==> config.mk <==
export PLATFORM = sky130hd
export DESIGN_NAME = nti_tuner
export DESIGN_NICKNAME = d
export VERILOG_FILES = /design/src/design/nti_pkg.sv /design/src/design/nti_tuner.sv
export VERILOG_INCLUDE_DIRS = /design/src /design/src/design
export SDC_FILE = /design/constraint.sdc
export NUM_CORES = 2
export LEC_CHECK = 0
export BUFFER_PORTS_ARGS = -buffer_cell sky130_fd_sc_hd__buf_2
export CELL_PAD_IN_SITES_DETAIL_PLACEMENT = 1
export CELL_PAD_IN_SITES_GLOBAL_PLACEMENT = 1
export CORE_MARGIN = 2
export CORE_UTILIZATION = 45
export DETAILED_ROUTE_END_ITERATION = 6
export PLACE_DENSITY_LB_ADDON = 0.1
export SYNTH_ARGS = -nofsm -noshare
export SYNTH_HDL_FRONTEND = slang
export SYNTH_SLANG_ARGS = --single-unit
==> constraint.sdc <==
create_clock -name CLOCK_IN -period 20.4 [get_ports CLOCK_IN]
set_input_delay 4.08 -clock CLOCK_IN [delete_from_list [all_inputs] [get_ports CLOCK_IN]]
set_output_delay 4.08 -clock CLOCK_IN [all_outputs]
set_load 0.01 [all_outputs]
==> src/design/nti_consts.svh <==
/*
  Constants of the oscillator tuner front end: register indices, field
  positions, reset values and widths.
  Assumes it is included by bare name from design files after the package.
*/
`ifndef NTI_CONSTS_SVH
`define NTI_CONSTS_SVH
`define NTI_IDX_HOLDOFF    8'h84
`define NTI_IDX_TUNE_LO    8'h85
`define NTI_IDX_TUNE_HI    8'h86
`define NTI_IDX_PHASE_OFS  8'h87
`define NTI_IDX_CONTROL    8'h88
`define NTI_IDX_QUAL_MODE  8'h89
`define NTI_IDX_STATUS     8'h8A
`define NTI_BIT_BYPASS     0
`define NTI_BIT_PDITHER    1
`define NTI_BIT_ADITHER    2
`define NTI_BIT_CLR_HOP    3
`define NTI_BIT_IMMEDIATE  4
`define NTI_BIT_PORT_B     6
`define NTI_POS_SYNC_SEL   7
`define NTI_POS_QMODE      0
`define NTI_POS_IMM_STAT   0
`define NTI_RST_16         16'h0000
`define NTI_RST_CTRL       9'h000
`define NTI_RST_LFSR       16'hACE1
`define NTI_MANT_W         14
`define NTI_EXP_W          3
`define NTI_OUT_W          16
`endif

==> src/design/nti_pkg.sv <==
/*
  Types shared by the tuner front end.
  Assumes the constants header is included alongside.
*/
package nti_pkg;
  typedef enum logic [1:0] {
    NTI_BLANK_LOW   = 2'b00,
    NTI_CLOCK_HIGH  = 2'b01,
    NTI_RISE_EDGE   = 2'b10,
    NTI_FALL_EDGE   = 2'b11
  } nti_qmode_t;
  // Hold-off sequencer, Gray along idle -> count -> load
  typedef enum logic [1:0] {
    NTI_IDLE  = 2'b00,
    NTI_COUNT = 2'b01,
    NTI_LOAD  = 2'b11
  } nti_hop_t;
  typedef struct packed {
    logic [13:0] mantissa;
    logic [2:0]  exponent;
    logic        qualify;
  } nti_port_t;
  typedef struct packed {
    logic [15:0] i_data;
    logic [15:0] q_data;
    logic [2:0]  exponent;
    logic        valid;
  } nti_bb_t;
endpackage

==> src/design/nti_tuner.sv <==
/*
  One channel of oscillator tuner front end: register file, shadowed tuning
  word with hold-off, phase accumulator with offset and dither, quadrature
  mixer, input port, sync pin and sample-qualify mode selection.
  Assumes all inputs synchronous to CLOCK_IN; the back end consumes BB_OUT.
*/
`include "nti_consts.svh"
`timescale 1ns/1ps
`default_nettype none
module nti_tuner (
  input  wire logic              CLOCK_IN,
  input  wire logic              RST_N_IN,
  input  wire logic              CE_IN,
  input  wire logic [7:0]        ADDR_IN,
  input  wire logic [15:0]       WDATA_IN,
  input  wire logic              WR_IN,
  input  wire logic              RD_IN,
  output logic      [15:0]       RDATA_OUT,
  input  wire nti_pkg::nti_port_t PORT_A_IN,
  input  wire nti_pkg::nti_port_t PORT_B_IN,
  input  wire logic [3:0]        SYNC_PINS_IN,
  input  wire logic              SLEEP_IN,
  output nti_pkg::nti_bb_t       BB_OUT,
  output logic                   ACTIVE_OUT
);
  // Register file
  logic [15:0] holdoff_reg, tune_lo_reg, tune_hi_reg, phase_ofs_reg;
  logic [8:0]  ctrl_reg;
  logic [1:0]  qmode_reg;
  logic [31:0] active_freq_reg, freq_next;
  logic [31:0] phase_acc_reg, phase_next;
  logic [15:0] count_reg, count_next;
  nti_pkg::nti_hop_t hop_reg, hop_next;
  logic        sync_d_reg, sleep_d_reg, qual_d_reg;
  logic [15:0] lfsr_reg;
  nti_pkg::nti_port_t samp_reg;
  logic        samp_valid_reg;

  // Sine lookup, quarter wave folded from an 8-bit phase
  function automatic logic signed [15:0] nti_sin(input logic [7:0] ph);
    logic [5:0]  idx;
    logic [15:0] mag;
    idx = ph[6] ? ~ph[5:0] : ph[5:0];
    mag = 16'(idx) * 16'h0324 + 16'h0000; // Linear quarter wave, 6 bit steps
    if (mag > 16'h7FFF) begin
      mag = 16'h7FFF;
    end
    return ph[7] ? -$signed(mag) : $signed(mag);
  endfunction

  // Multiply a sample by an oscillator value, keep 16 bits
  function automatic logic signed [15:0] nti_mix(input logic signed [13:0] a,
                                                 input logic signed [15:0] b);
    logic signed [29:0] p;
    p = a * b;
    return p[28:13];
  endfunction

  // Address decode and control fields
  wire sel_hold  = (ADDR_IN == `NTI_IDX_HOLDOFF);
  wire sel_lo    = (ADDR_IN == `NTI_IDX_TUNE_LO);
  wire sel_hi    = (ADDR_IN == `NTI_IDX_TUNE_HI);
  wire sel_ph    = (ADDR_IN == `NTI_IDX_PHASE_OFS);
  wire sel_ctl   = (ADDR_IN == `NTI_IDX_CONTROL);
  wire sel_qm    = (ADDR_IN == `NTI_IDX_QUAL_MODE);
  wire sel_st    = (ADDR_IN == `NTI_IDX_STATUS);
  wire bypass    = ctrl_reg[`NTI_BIT_BYPASS];
  wire pdither   = ctrl_reg[`NTI_BIT_PDITHER];
  wire adither   = ctrl_reg[`NTI_BIT_ADITHER];
  wire clr_hop   = ctrl_reg[`NTI_BIT_CLR_HOP];
  wire immediate = ctrl_reg[`NTI_BIT_IMMEDIATE];
  wire [1:0] sync_sel = ctrl_reg[`NTI_POS_SYNC_SEL +: 2];
  nti_pkg::nti_qmode_t qmode;
  assign qmode = nti_pkg::nti_qmode_t'(qmode_reg);

  // Port and sync pin selection
  nti_pkg::nti_port_t port_sel;
  assign port_sel = ctrl_reg[`NTI_BIT_PORT_B] ? PORT_B_IN : PORT_A_IN;
  wire sync_now  = SYNC_PINS_IN[sync_sel];
  wire sync_rise = sync_now & ~sync_d_reg;
  wire wake      = sleep_d_reg & ~SLEEP_IN;
  wire hop_event = sync_rise | wake;
  wire [31:0] shadow = {tune_hi_reg, tune_lo_reg};

  // Sample qualification per mode
  wire q     = port_sel.qualify;
  wire q_r   = q & ~qual_d_reg;
  wire q_f   = ~q & qual_d_reg;
  logic take, advance;
  always_comb begin
    unique case (qmode)
      nti_pkg::NTI_BLANK_LOW:  begin take = 1'b1; advance = 1'b1; end
      nti_pkg::NTI_CLOCK_HIGH: begin take = q;    advance = q;    end
      nti_pkg::NTI_RISE_EDGE:  begin take = q_r;  advance = q_r;  end
      nti_pkg::NTI_FALL_EDGE:  begin take = q_f;  advance = q_f;  end
    endcase
  end
  wire blank = (qmode == nti_pkg::NTI_BLANK_LOW) & ~q;

  // Hold-off sequencer and active word transfer
  wire transfer = (hop_reg == nti_pkg::NTI_LOAD) |
                  (hop_event & (immediate | (holdoff_reg == 16'h0000)));
  always_comb begin
    hop_next   = hop_reg;
    count_next = count_reg;
    freq_next  = active_freq_reg;
    unique case (hop_reg)
      nti_pkg::NTI_IDLE: begin
        if (hop_event & ~immediate & (holdoff_reg != 16'h0000)) begin
          hop_next   = nti_pkg::NTI_COUNT;
          count_next = holdoff_reg;
        end
      end
      nti_pkg::NTI_COUNT: begin
        count_next = count_reg - 16'h0001;
        if (count_reg == 16'h0001) begin
          hop_next = nti_pkg::NTI_LOAD;
        end
      end
      nti_pkg::NTI_LOAD: begin
        hop_next = nti_pkg::NTI_IDLE;
      end
      default: hop_next = nti_pkg::NTI_IDLE;
    endcase
    if (transfer) begin
      freq_next = shadow;
    end
  end

  // Phase accumulator, cleared on hop if asked, else advanced whenever the qualify mode takes a sample
  // Private to this channel, nothing shared with other instances
  always_comb begin
    phase_next = phase_acc_reg;
    if (transfer & clr_hop) begin
      phase_next = 32'h0000_0000;
    end else if (advance) begin
      phase_next = phase_acc_reg + active_freq_reg;
    end
  end

  // Oscillator output with offset and dither
  wire [15:0] ph_dith = pdither ? {8'h00, lfsr_reg[7:0]} : 16'h0000;
  wire [15:0] ph_full = phase_acc_reg[31:16] + phase_ofs_reg + ph_dith;
  wire [7:0]  ph_cos  = ph_full[15:8] + 8'h40;
  wire signed [15:0] a_dith = adither ? {{15{lfsr_reg[15]}}, lfsr_reg[9]} : 16'sh0000;
  wire signed [15:0] osc_sin = nti_sin(ph_full[15:8]) + a_dith;
  wire signed [15:0] osc_cos = nti_sin(ph_cos) + a_dith;

  // Mixer inputs: selected sample, zeroed when blanked
  wire signed [13:0] mant = blank ? 14'h0000 : $signed(port_sel.mantissa);
  wire signed [15:0] mix_i = nti_mix(mant, osc_cos);
  wire signed [15:0] mix_q = -nti_mix(mant, osc_sin);
  // Bypass samples are blanked like the mixer input
  wire signed [15:0] byp_i = blank ? 16'sh0000 : {PORT_A_IN.mantissa, 2'b00};
  wire signed [15:0] byp_q = blank ? 16'sh0000 : {PORT_B_IN.mantissa, 2'b00};
  nti_pkg::nti_bb_t bb_next;
  assign bb_next.i_data   = bypass ? byp_i : mix_i;
  assign bb_next.q_data   = bypass ? byp_q : mix_q;
  assign bb_next.exponent = port_sel.exponent;
  assign bb_next.valid    = take;

  // Read mux
  wire [15:0] rd_mux = sel_hold ? holdoff_reg :
                       sel_lo   ? tune_lo_reg :
                       sel_hi   ? tune_hi_reg :
                       sel_ph   ? phase_ofs_reg :
                       sel_ctl  ? {7'h00, ctrl_reg} :
                       sel_qm   ? {14'h0000, qmode_reg} :
                       sel_st   ? {14'h0000, hop_reg} : 16'h0000;

  // Registers written by software
  always_ff @(posedge CLOCK_IN) begin
    if (!RST_N_IN) begin
      holdoff_reg   <= `NTI_RST_16;
      tune_lo_reg   <= `NTI_RST_16;
      tune_hi_reg   <= `NTI_RST_16;
      phase_ofs_reg <= `NTI_RST_16;
      ctrl_reg      <= `NTI_RST_CTRL;
      qmode_reg     <= 2'b00;
      RDATA_OUT     <= 16'h0000;
    end else if (CE_IN) begin
      if (WR_IN & sel_hold) holdoff_reg   <= WDATA_IN;
      if (WR_IN & sel_lo)   tune_lo_reg   <= WDATA_IN;
      if (WR_IN & sel_hi)   tune_hi_reg   <= WDATA_IN;
      if (WR_IN & sel_ph)   phase_ofs_reg <= WDATA_IN;
      if (WR_IN & sel_ctl)  ctrl_reg      <= WDATA_IN[8:0];
      if (WR_IN & sel_qm)   qmode_reg     <= WDATA_IN[1:0];
      RDATA_OUT <= RD_IN ? rd_mux : 16'h0000;
    end
  end

  // Oscillator, sequencer and sample path state
  always_ff @(posedge CLOCK_IN) begin
    if (!RST_N_IN) begin
      active_freq_reg <= 32'h0000_0000;
      phase_acc_reg   <= 32'h0000_0000;
      count_reg       <= 16'h0000;
      hop_reg         <= nti_pkg::NTI_IDLE;
      sync_d_reg      <= 1'b0;
      sleep_d_reg     <= 1'b0;
      qual_d_reg      <= 1'b0;
      lfsr_reg        <= `NTI_RST_LFSR;
      BB_OUT          <= '0;
      ACTIVE_OUT      <= 1'b0;
    end else if (CE_IN) begin
      active_freq_reg <= freq_next;
      phase_acc_reg   <= phase_next;
      count_reg       <= count_next;
      hop_reg         <= hop_next;
      sync_d_reg      <= sync_now;
      sleep_d_reg     <= SLEEP_IN;
      qual_d_reg      <= q;
      lfsr_reg        <= {lfsr_reg[14:0], lfsr_reg[15] ^ lfsr_reg[13] ^
                          lfsr_reg[12] ^ lfsr_reg[10]};
      BB_OUT          <= bb_next;
      ACTIVE_OUT      <= ~SLEEP_IN;
    end
  end
endmodule
`default_nettype wire

After elaboration in Yosys (flattened, before gate mapping)
Index checks and enable logic that the tools add are counted.

storage, ports and cells
  register bits = 229
  input bits = 70

cells by class
  reduce and logical (&&, ||, !) cells = 16
  bitwise logic cells = 28
  order comparisons = 3
  equality and inequality tests = 15
  add/sub/neg operators = 10
  $mul = 4
  mux-type cells = 32

operators with widths
  operator               count
  $mux 16                15
  $mux 32                2
  $mul 14x16->29         2
  $eq 8x8->1 const B     7
  $add 16x16->16         3
  $neg 16->16            3
  $add 32x32->32         1
  $gt 16x15->1 const B   2
  $pmux 16 s2            1
  $mul 6x8->14 const B   2
  $mux 18                1
  $add 16x8->16          1
  $eq 16x1->1 const B    1
  $logic_not 16->1       1
  $reduce_and 2->1       8
  $reduce_bool 16->1     1
  $sub 16x1->16 const B  1
  $and 1x1->1            15
  $mux 14                1
  $mux 6                 2
  $not 6->6              2
  $mux 9                 1
  $add 8x7->8 const B    1
  $mux 2                 4
  15 further kinds       30

Longest topological paths before layout
  depth after elaboration = 13
  mapped depth = 68
  mapped depth without buffers = 65

Least setup slack after synthesis
Ideal clock, no wire load.

  path type = reg2reg
  start = reg ctrl_reg[1]
  end = reg BB_OUT[19] (netlist name)
  library setup time = 0.091 ns
  slack = 5.360 ns
  path buffers = 2
  arrival = 14.949 ns
  stages on the path, launching flop included = 63
  period minus slack after synthesis = 15.040 ns
  cells stage by stage = dfxtp_1 buf_4 and2_1 fa_1 ha_1 o21ai_2 a21oi_2 nand3_2 a21o_1 a211o_1 a221oi_4 xnor2_1 inv_1 ha_1 ha_1 fa_1 ha_1 a21oi_1 (+27 left out) fa_1 fa_1 fa_1 inv_1 fa_1 inv_1 ha_1 a21o_1 a21oi_1 nand4bb_1 and3_1 o21ai_1 a2111oi_0 o2111a_1 nor4_1 xnor2_1 xnor2_1 a311oi_1

on the way
  word-level cells in the longest chain between the ends = 13

RTL lines
  what                    line              text
  start, declared         nti_tuner.sv:28   logic [8:0] ctrl_reg;
  start signal, assigned  nti_tuner.sv:178  ctrl_reg <= `NTI_RST_CTRL;
  start signal, assigned  nti_tuner.sv:186  if (WR_IN & sel_ctl) ctrl_reg <= WDATA_IN[8:0];
  $mux 8 (*)              nti_tuner.sv:142  wire [15:0] ph_dith = pdither ? {8'h00, lfsr_reg[7:0]} : 16'h0000;
  $add 16x8->16 (*)       nti_tuner.sv:143  wire [15:0] ph_full = phase_acc_reg[31:16] + phase_ofs_reg + ph_dith;
  $not 6->6               nti_tuner.sv:43   idx = ph[6] ? ~ph[5:0] : ph[5:0];
  $mux 6                  nti_tuner.sv:43
  $mul 6x8->14            nti_tuner.sv:44   mag = 16'(idx) * 16'h0324 + 16'h0000;
  $gt 16x15->1            nti_tuner.sv:45   if (mag > 16'h7FFF) begin
  $mux 16                 nti_tuner.sv:45
  $neg 16->16             nti_tuner.sv:48   return ph[7] ? -$signed(mag) : $signed(mag);
  $mux 16 (*)             nti_tuner.sv:48
  $add 16x16->16 (*)      nti_tuner.sv:146  wire signed [15:0] osc_sin = nti_sin(ph_full[15:8]) + a_dith;
  $mul 14x16->29 (*)      nti_tuner.sv:55   p = a * b;
  $neg 16->16 (*)         nti_tuner.sv:152  wire signed [15:0] mix_q = -nti_mix(mant, osc_sin);
  $mux 16 (*)             nti_tuner.sv:158  assign bb_next.q_data = bypass ? byp_q : mix_q;
  end signal, assigned    nti_tuner.sv:215  BB_OUT <= bb_next;
  end, declared           nti_tuner.sv:23   output nti_pkg::nti_bb_t BB_OUT,

Every way passes the cells marked *; elsewhere a longest branch is shown, timed or not.
A chain may end at the register's enable or synchronous reset.

Worst setup path after layout
Ends and elaborated chain as after synthesis.

==> out/results.txt <==
Slowest CP cell: xnor2_1
Layout Cells excl Fill: 4673
Reg-to-reg startpoint: ctrl_reg[1]$_SDFFE_PN0P_
Pin count of the biggest net entering global routing: 94
Clock Path Buffers: 3
Period utilization: 86.6%
WHS Endpoint: phase_acc_reg[12]$_SDFFE_PN0P_
Drt pass-1 iters: 5
Measured slew at the worst slew-check pin: 1.30 ns
Area share of the largest cell type after synthesis: 28.7%
Max Fclk: 0.0566 GHz
Worst setup EP type: flip-flop
EDFF count, synth: 0
Top delay family on crit path: compound AO/OA/AOI/OAI gates
Avg Cell Area, Syn: 8.26 um^2
Area delta synth->final: 7.24%
Crit Path Class: reg2reg
Final-report hold violation count: 0
Mapped cell area: 30900 um^2
CTS root buf: clkbuf_16
Iteration-0 DRC Markers: 1471
Residual DRC: 0
Worst Setup Start Kind: flip-flop
Max Slew Vio Count: 0
Post-Syn Nets: 4510
Die area: 70700 um^2
Port Buffers: 122
Clk slew on worst S/H paths: 0.07 ns
Top post-synthesis cells by area: fa_1, dfxtp_1, ha_1
Total Wirelength: 106 mm
CTS tree: done
Site Rows: 96
Worst flop-to-flop path endpoint: BB_OUT[19]$_SDFFE_PN0P_
Hold Path Depth: 2
Hold Crit Start: phase_acc_reg[12]$_SDFFE_PN0P_
Max cap viols: 0
Skew final: 0.0300 ns
Die X: 266 um
WP data required: 20.88 ns
R2r setup slk: 2.74 ns
Vias/cell: 5.73
Worst Path Max Fanout: 14
Via count: 26800
Max-slew headroom: 13.6%
First-pass GRT wire length: 167 mm
Hold-fix buffers at CTS: 0
HPWL Detailed: 85.9 mm
Max incr delay on CP: 0.59 ns
Ys Warns: 0
Worst Path Arrival: 18.14 ns
Grt ovf: 0
Post-CTS sizing: 0
Placer Congestion: 0.898
Total GRT Usage: 30.5%
Worst-Skew Late Latency: 0.58 ns
Area leader, netlist: fa_1
Post-synth ARST share: 0%
Post-synth top cells: nand2_1, inv_1, fa_1, nor2_1, a21oi_1
Status: finished clean
Setup bufs post-CTS: 0
Layout cells sized above 1: 6.73%
I/O Pins: 123
Buf/Inv on CP: 6
Unrepaired setup endpoints after global routing: false
Leak: 15.4 nW
Routed wire per std cell: 22.7 um
Final core utilization: 48.5%
ANT nets after route: 0
Max IR drop VDD: 114 uV
Initial core utilization: 45.2%
Pwr dens: 70.2 nW/um^2
Seq/Total Area, Yosys: 14.9%
Worst Reg2Reg Path Length in Cells: 62
Max reg flops: 36
Cell mode on critical path: a21oi_1
CTS H-tree depth: 1
Most frequent cell after synthesis: nand2_1
Top_reg_cell synth: dfxtp_1
Fin nets: 4545
Initial antenna violation count: 3
Placed cell count: 4627
CTS buffer count: 25
Die Ht: 266 um
CTS Sinks: 229
# setup viols final: 0
Synthesized instance count: 3737
Vias in the first global route: 29300
#FFs+latches synth: 229
Min Tclk post-route: 17.66 ns
Core area: 68200 um^2
Hold/Removal Path Class: reg2reg
TNS Setup: 0 ns
Synth unique cells: 90
[stage by stage]
step | area, um^2 | power [mW] | hold WS [ns] | setup WS, ns
floorplan | 30900 | 1.35 | 0.436 | 5.36
global placement | 32300 | 1.79 | 0.442 | 3.80
detailed placement | 32300 | 1.85 | 0.451 | 3.03
CTS | 33100 | 2.32 | 0.461 | 2.90
global route | 33100 | 2.51 | 0.483 | 1.61
finish | 33100 | 2.32 | 0.459 | 2.74
[power by group]
part	total [mW]	switching [mW]	leakage, nW	internal, mW
clock	0.458	0.215	0.387	0.243
sequential	0.481	0.0145	1.86	0.466
combinational	1.38	0.869	13.2	0.515
[area by class of cell]
| type | count | area (um^2) |
|---|---|---|
| well taps | 882 | 1100 |
| flip-flops and latches | 229 | 4580 |
| repair buffers | 159 | 891 |
| clock buffers | 31 | 688 |
| fillers | 8286 | 35100 |
| multi-input cells | 2831 | 23700 |
| inverters | 526 | 1980 |
| diodes | 2 | 5.00 |
| clock inverters | 13 | 103 |
[worst reg2reg max path: cells and delay by family, from the launching register on]
family                     cells  cell delay [ns]
AOI/OAI and AO/OA             29             7.43
xor gates and xnor gates       4             1.29
adders and majority gates     14             5.78
buffers and inverters          6             0.48
DFF                            1             0.47
and+or+nand+nor                9             2.14
[worst max path at each step]
| stage | startpoint | to | slack (ns) | cells past startpoint |
|---|---|---|---|---|
| floorplan | ctrl_reg[1]$_SDFFE_PN0P_ | BB_OUT[19]$_SDFFE_PN0P_ | 5.36 | 62 |
| global placement | ctrl_reg[1]$_SDFFE_PN0P_ | BB_OUT[19]$_SDFFE_PN0P_ | 3.80 | 62 |
| detailed placement | ctrl_reg[1]$_SDFFE_PN0P_ | BB_OUT[19]$_SDFFE_PN0P_ | 3.03 | 62 |
| CTS | ctrl_reg[1]$_SDFFE_PN0P_ | BB_OUT[19]$_SDFFE_PN0P_ | 2.90 | 62 |
| global route | ctrl_reg[1]$_SDFFE_PN0P_ | BB_OUT[19]$_SDFFE_PN0P_ | 1.61 | 62 |
| finish | ctrl_reg[1]$_SDFFE_PN0P_ | BB_OUT[19]$_SDFFE_PN0P_ | 2.74 | 62 |
[cell families (layout without fill, tap and decap cells)]
group | count (synthesis) | after routing | synth area share, %
adders and majority gates | 703 | 703 | 39.2
other | 0 | 2 | 0
and+or+nand+nor | 1243 | 1243 | 17.3
AOI/OAI and AO/OA | 657 | 657 | 13.4
xor gates and xnor gates | 182 | 182 | 5.26
buffers and inverters | 677 | 729 | 8.26
muxes | 46 | 46 | 1.61
DFF | 229 | 229 | 14.9
[cell usage in the layout, fill, tap and decap left out, drive strengths merged, types with 91 or more instances in the layout]
cell,instances
dfxtp,229
a21oi,289
nand2,601
ha,261
xnor2,129
buf,159
inv,530
o21ai,91
fa,442
nor2,355
[layer usage]
metal  global-route usage, %  part of all wire [%]  vias to the layer above
li1                        -                     -                    12100
met1                    39.4                    42                    13800
met2                    52.5                    48                      702
met3                    4.70                   6.0                      171
met4                    9.28                   3.4                        0
met5                       0                     0                        -
(Power assumes the default switching activity.)
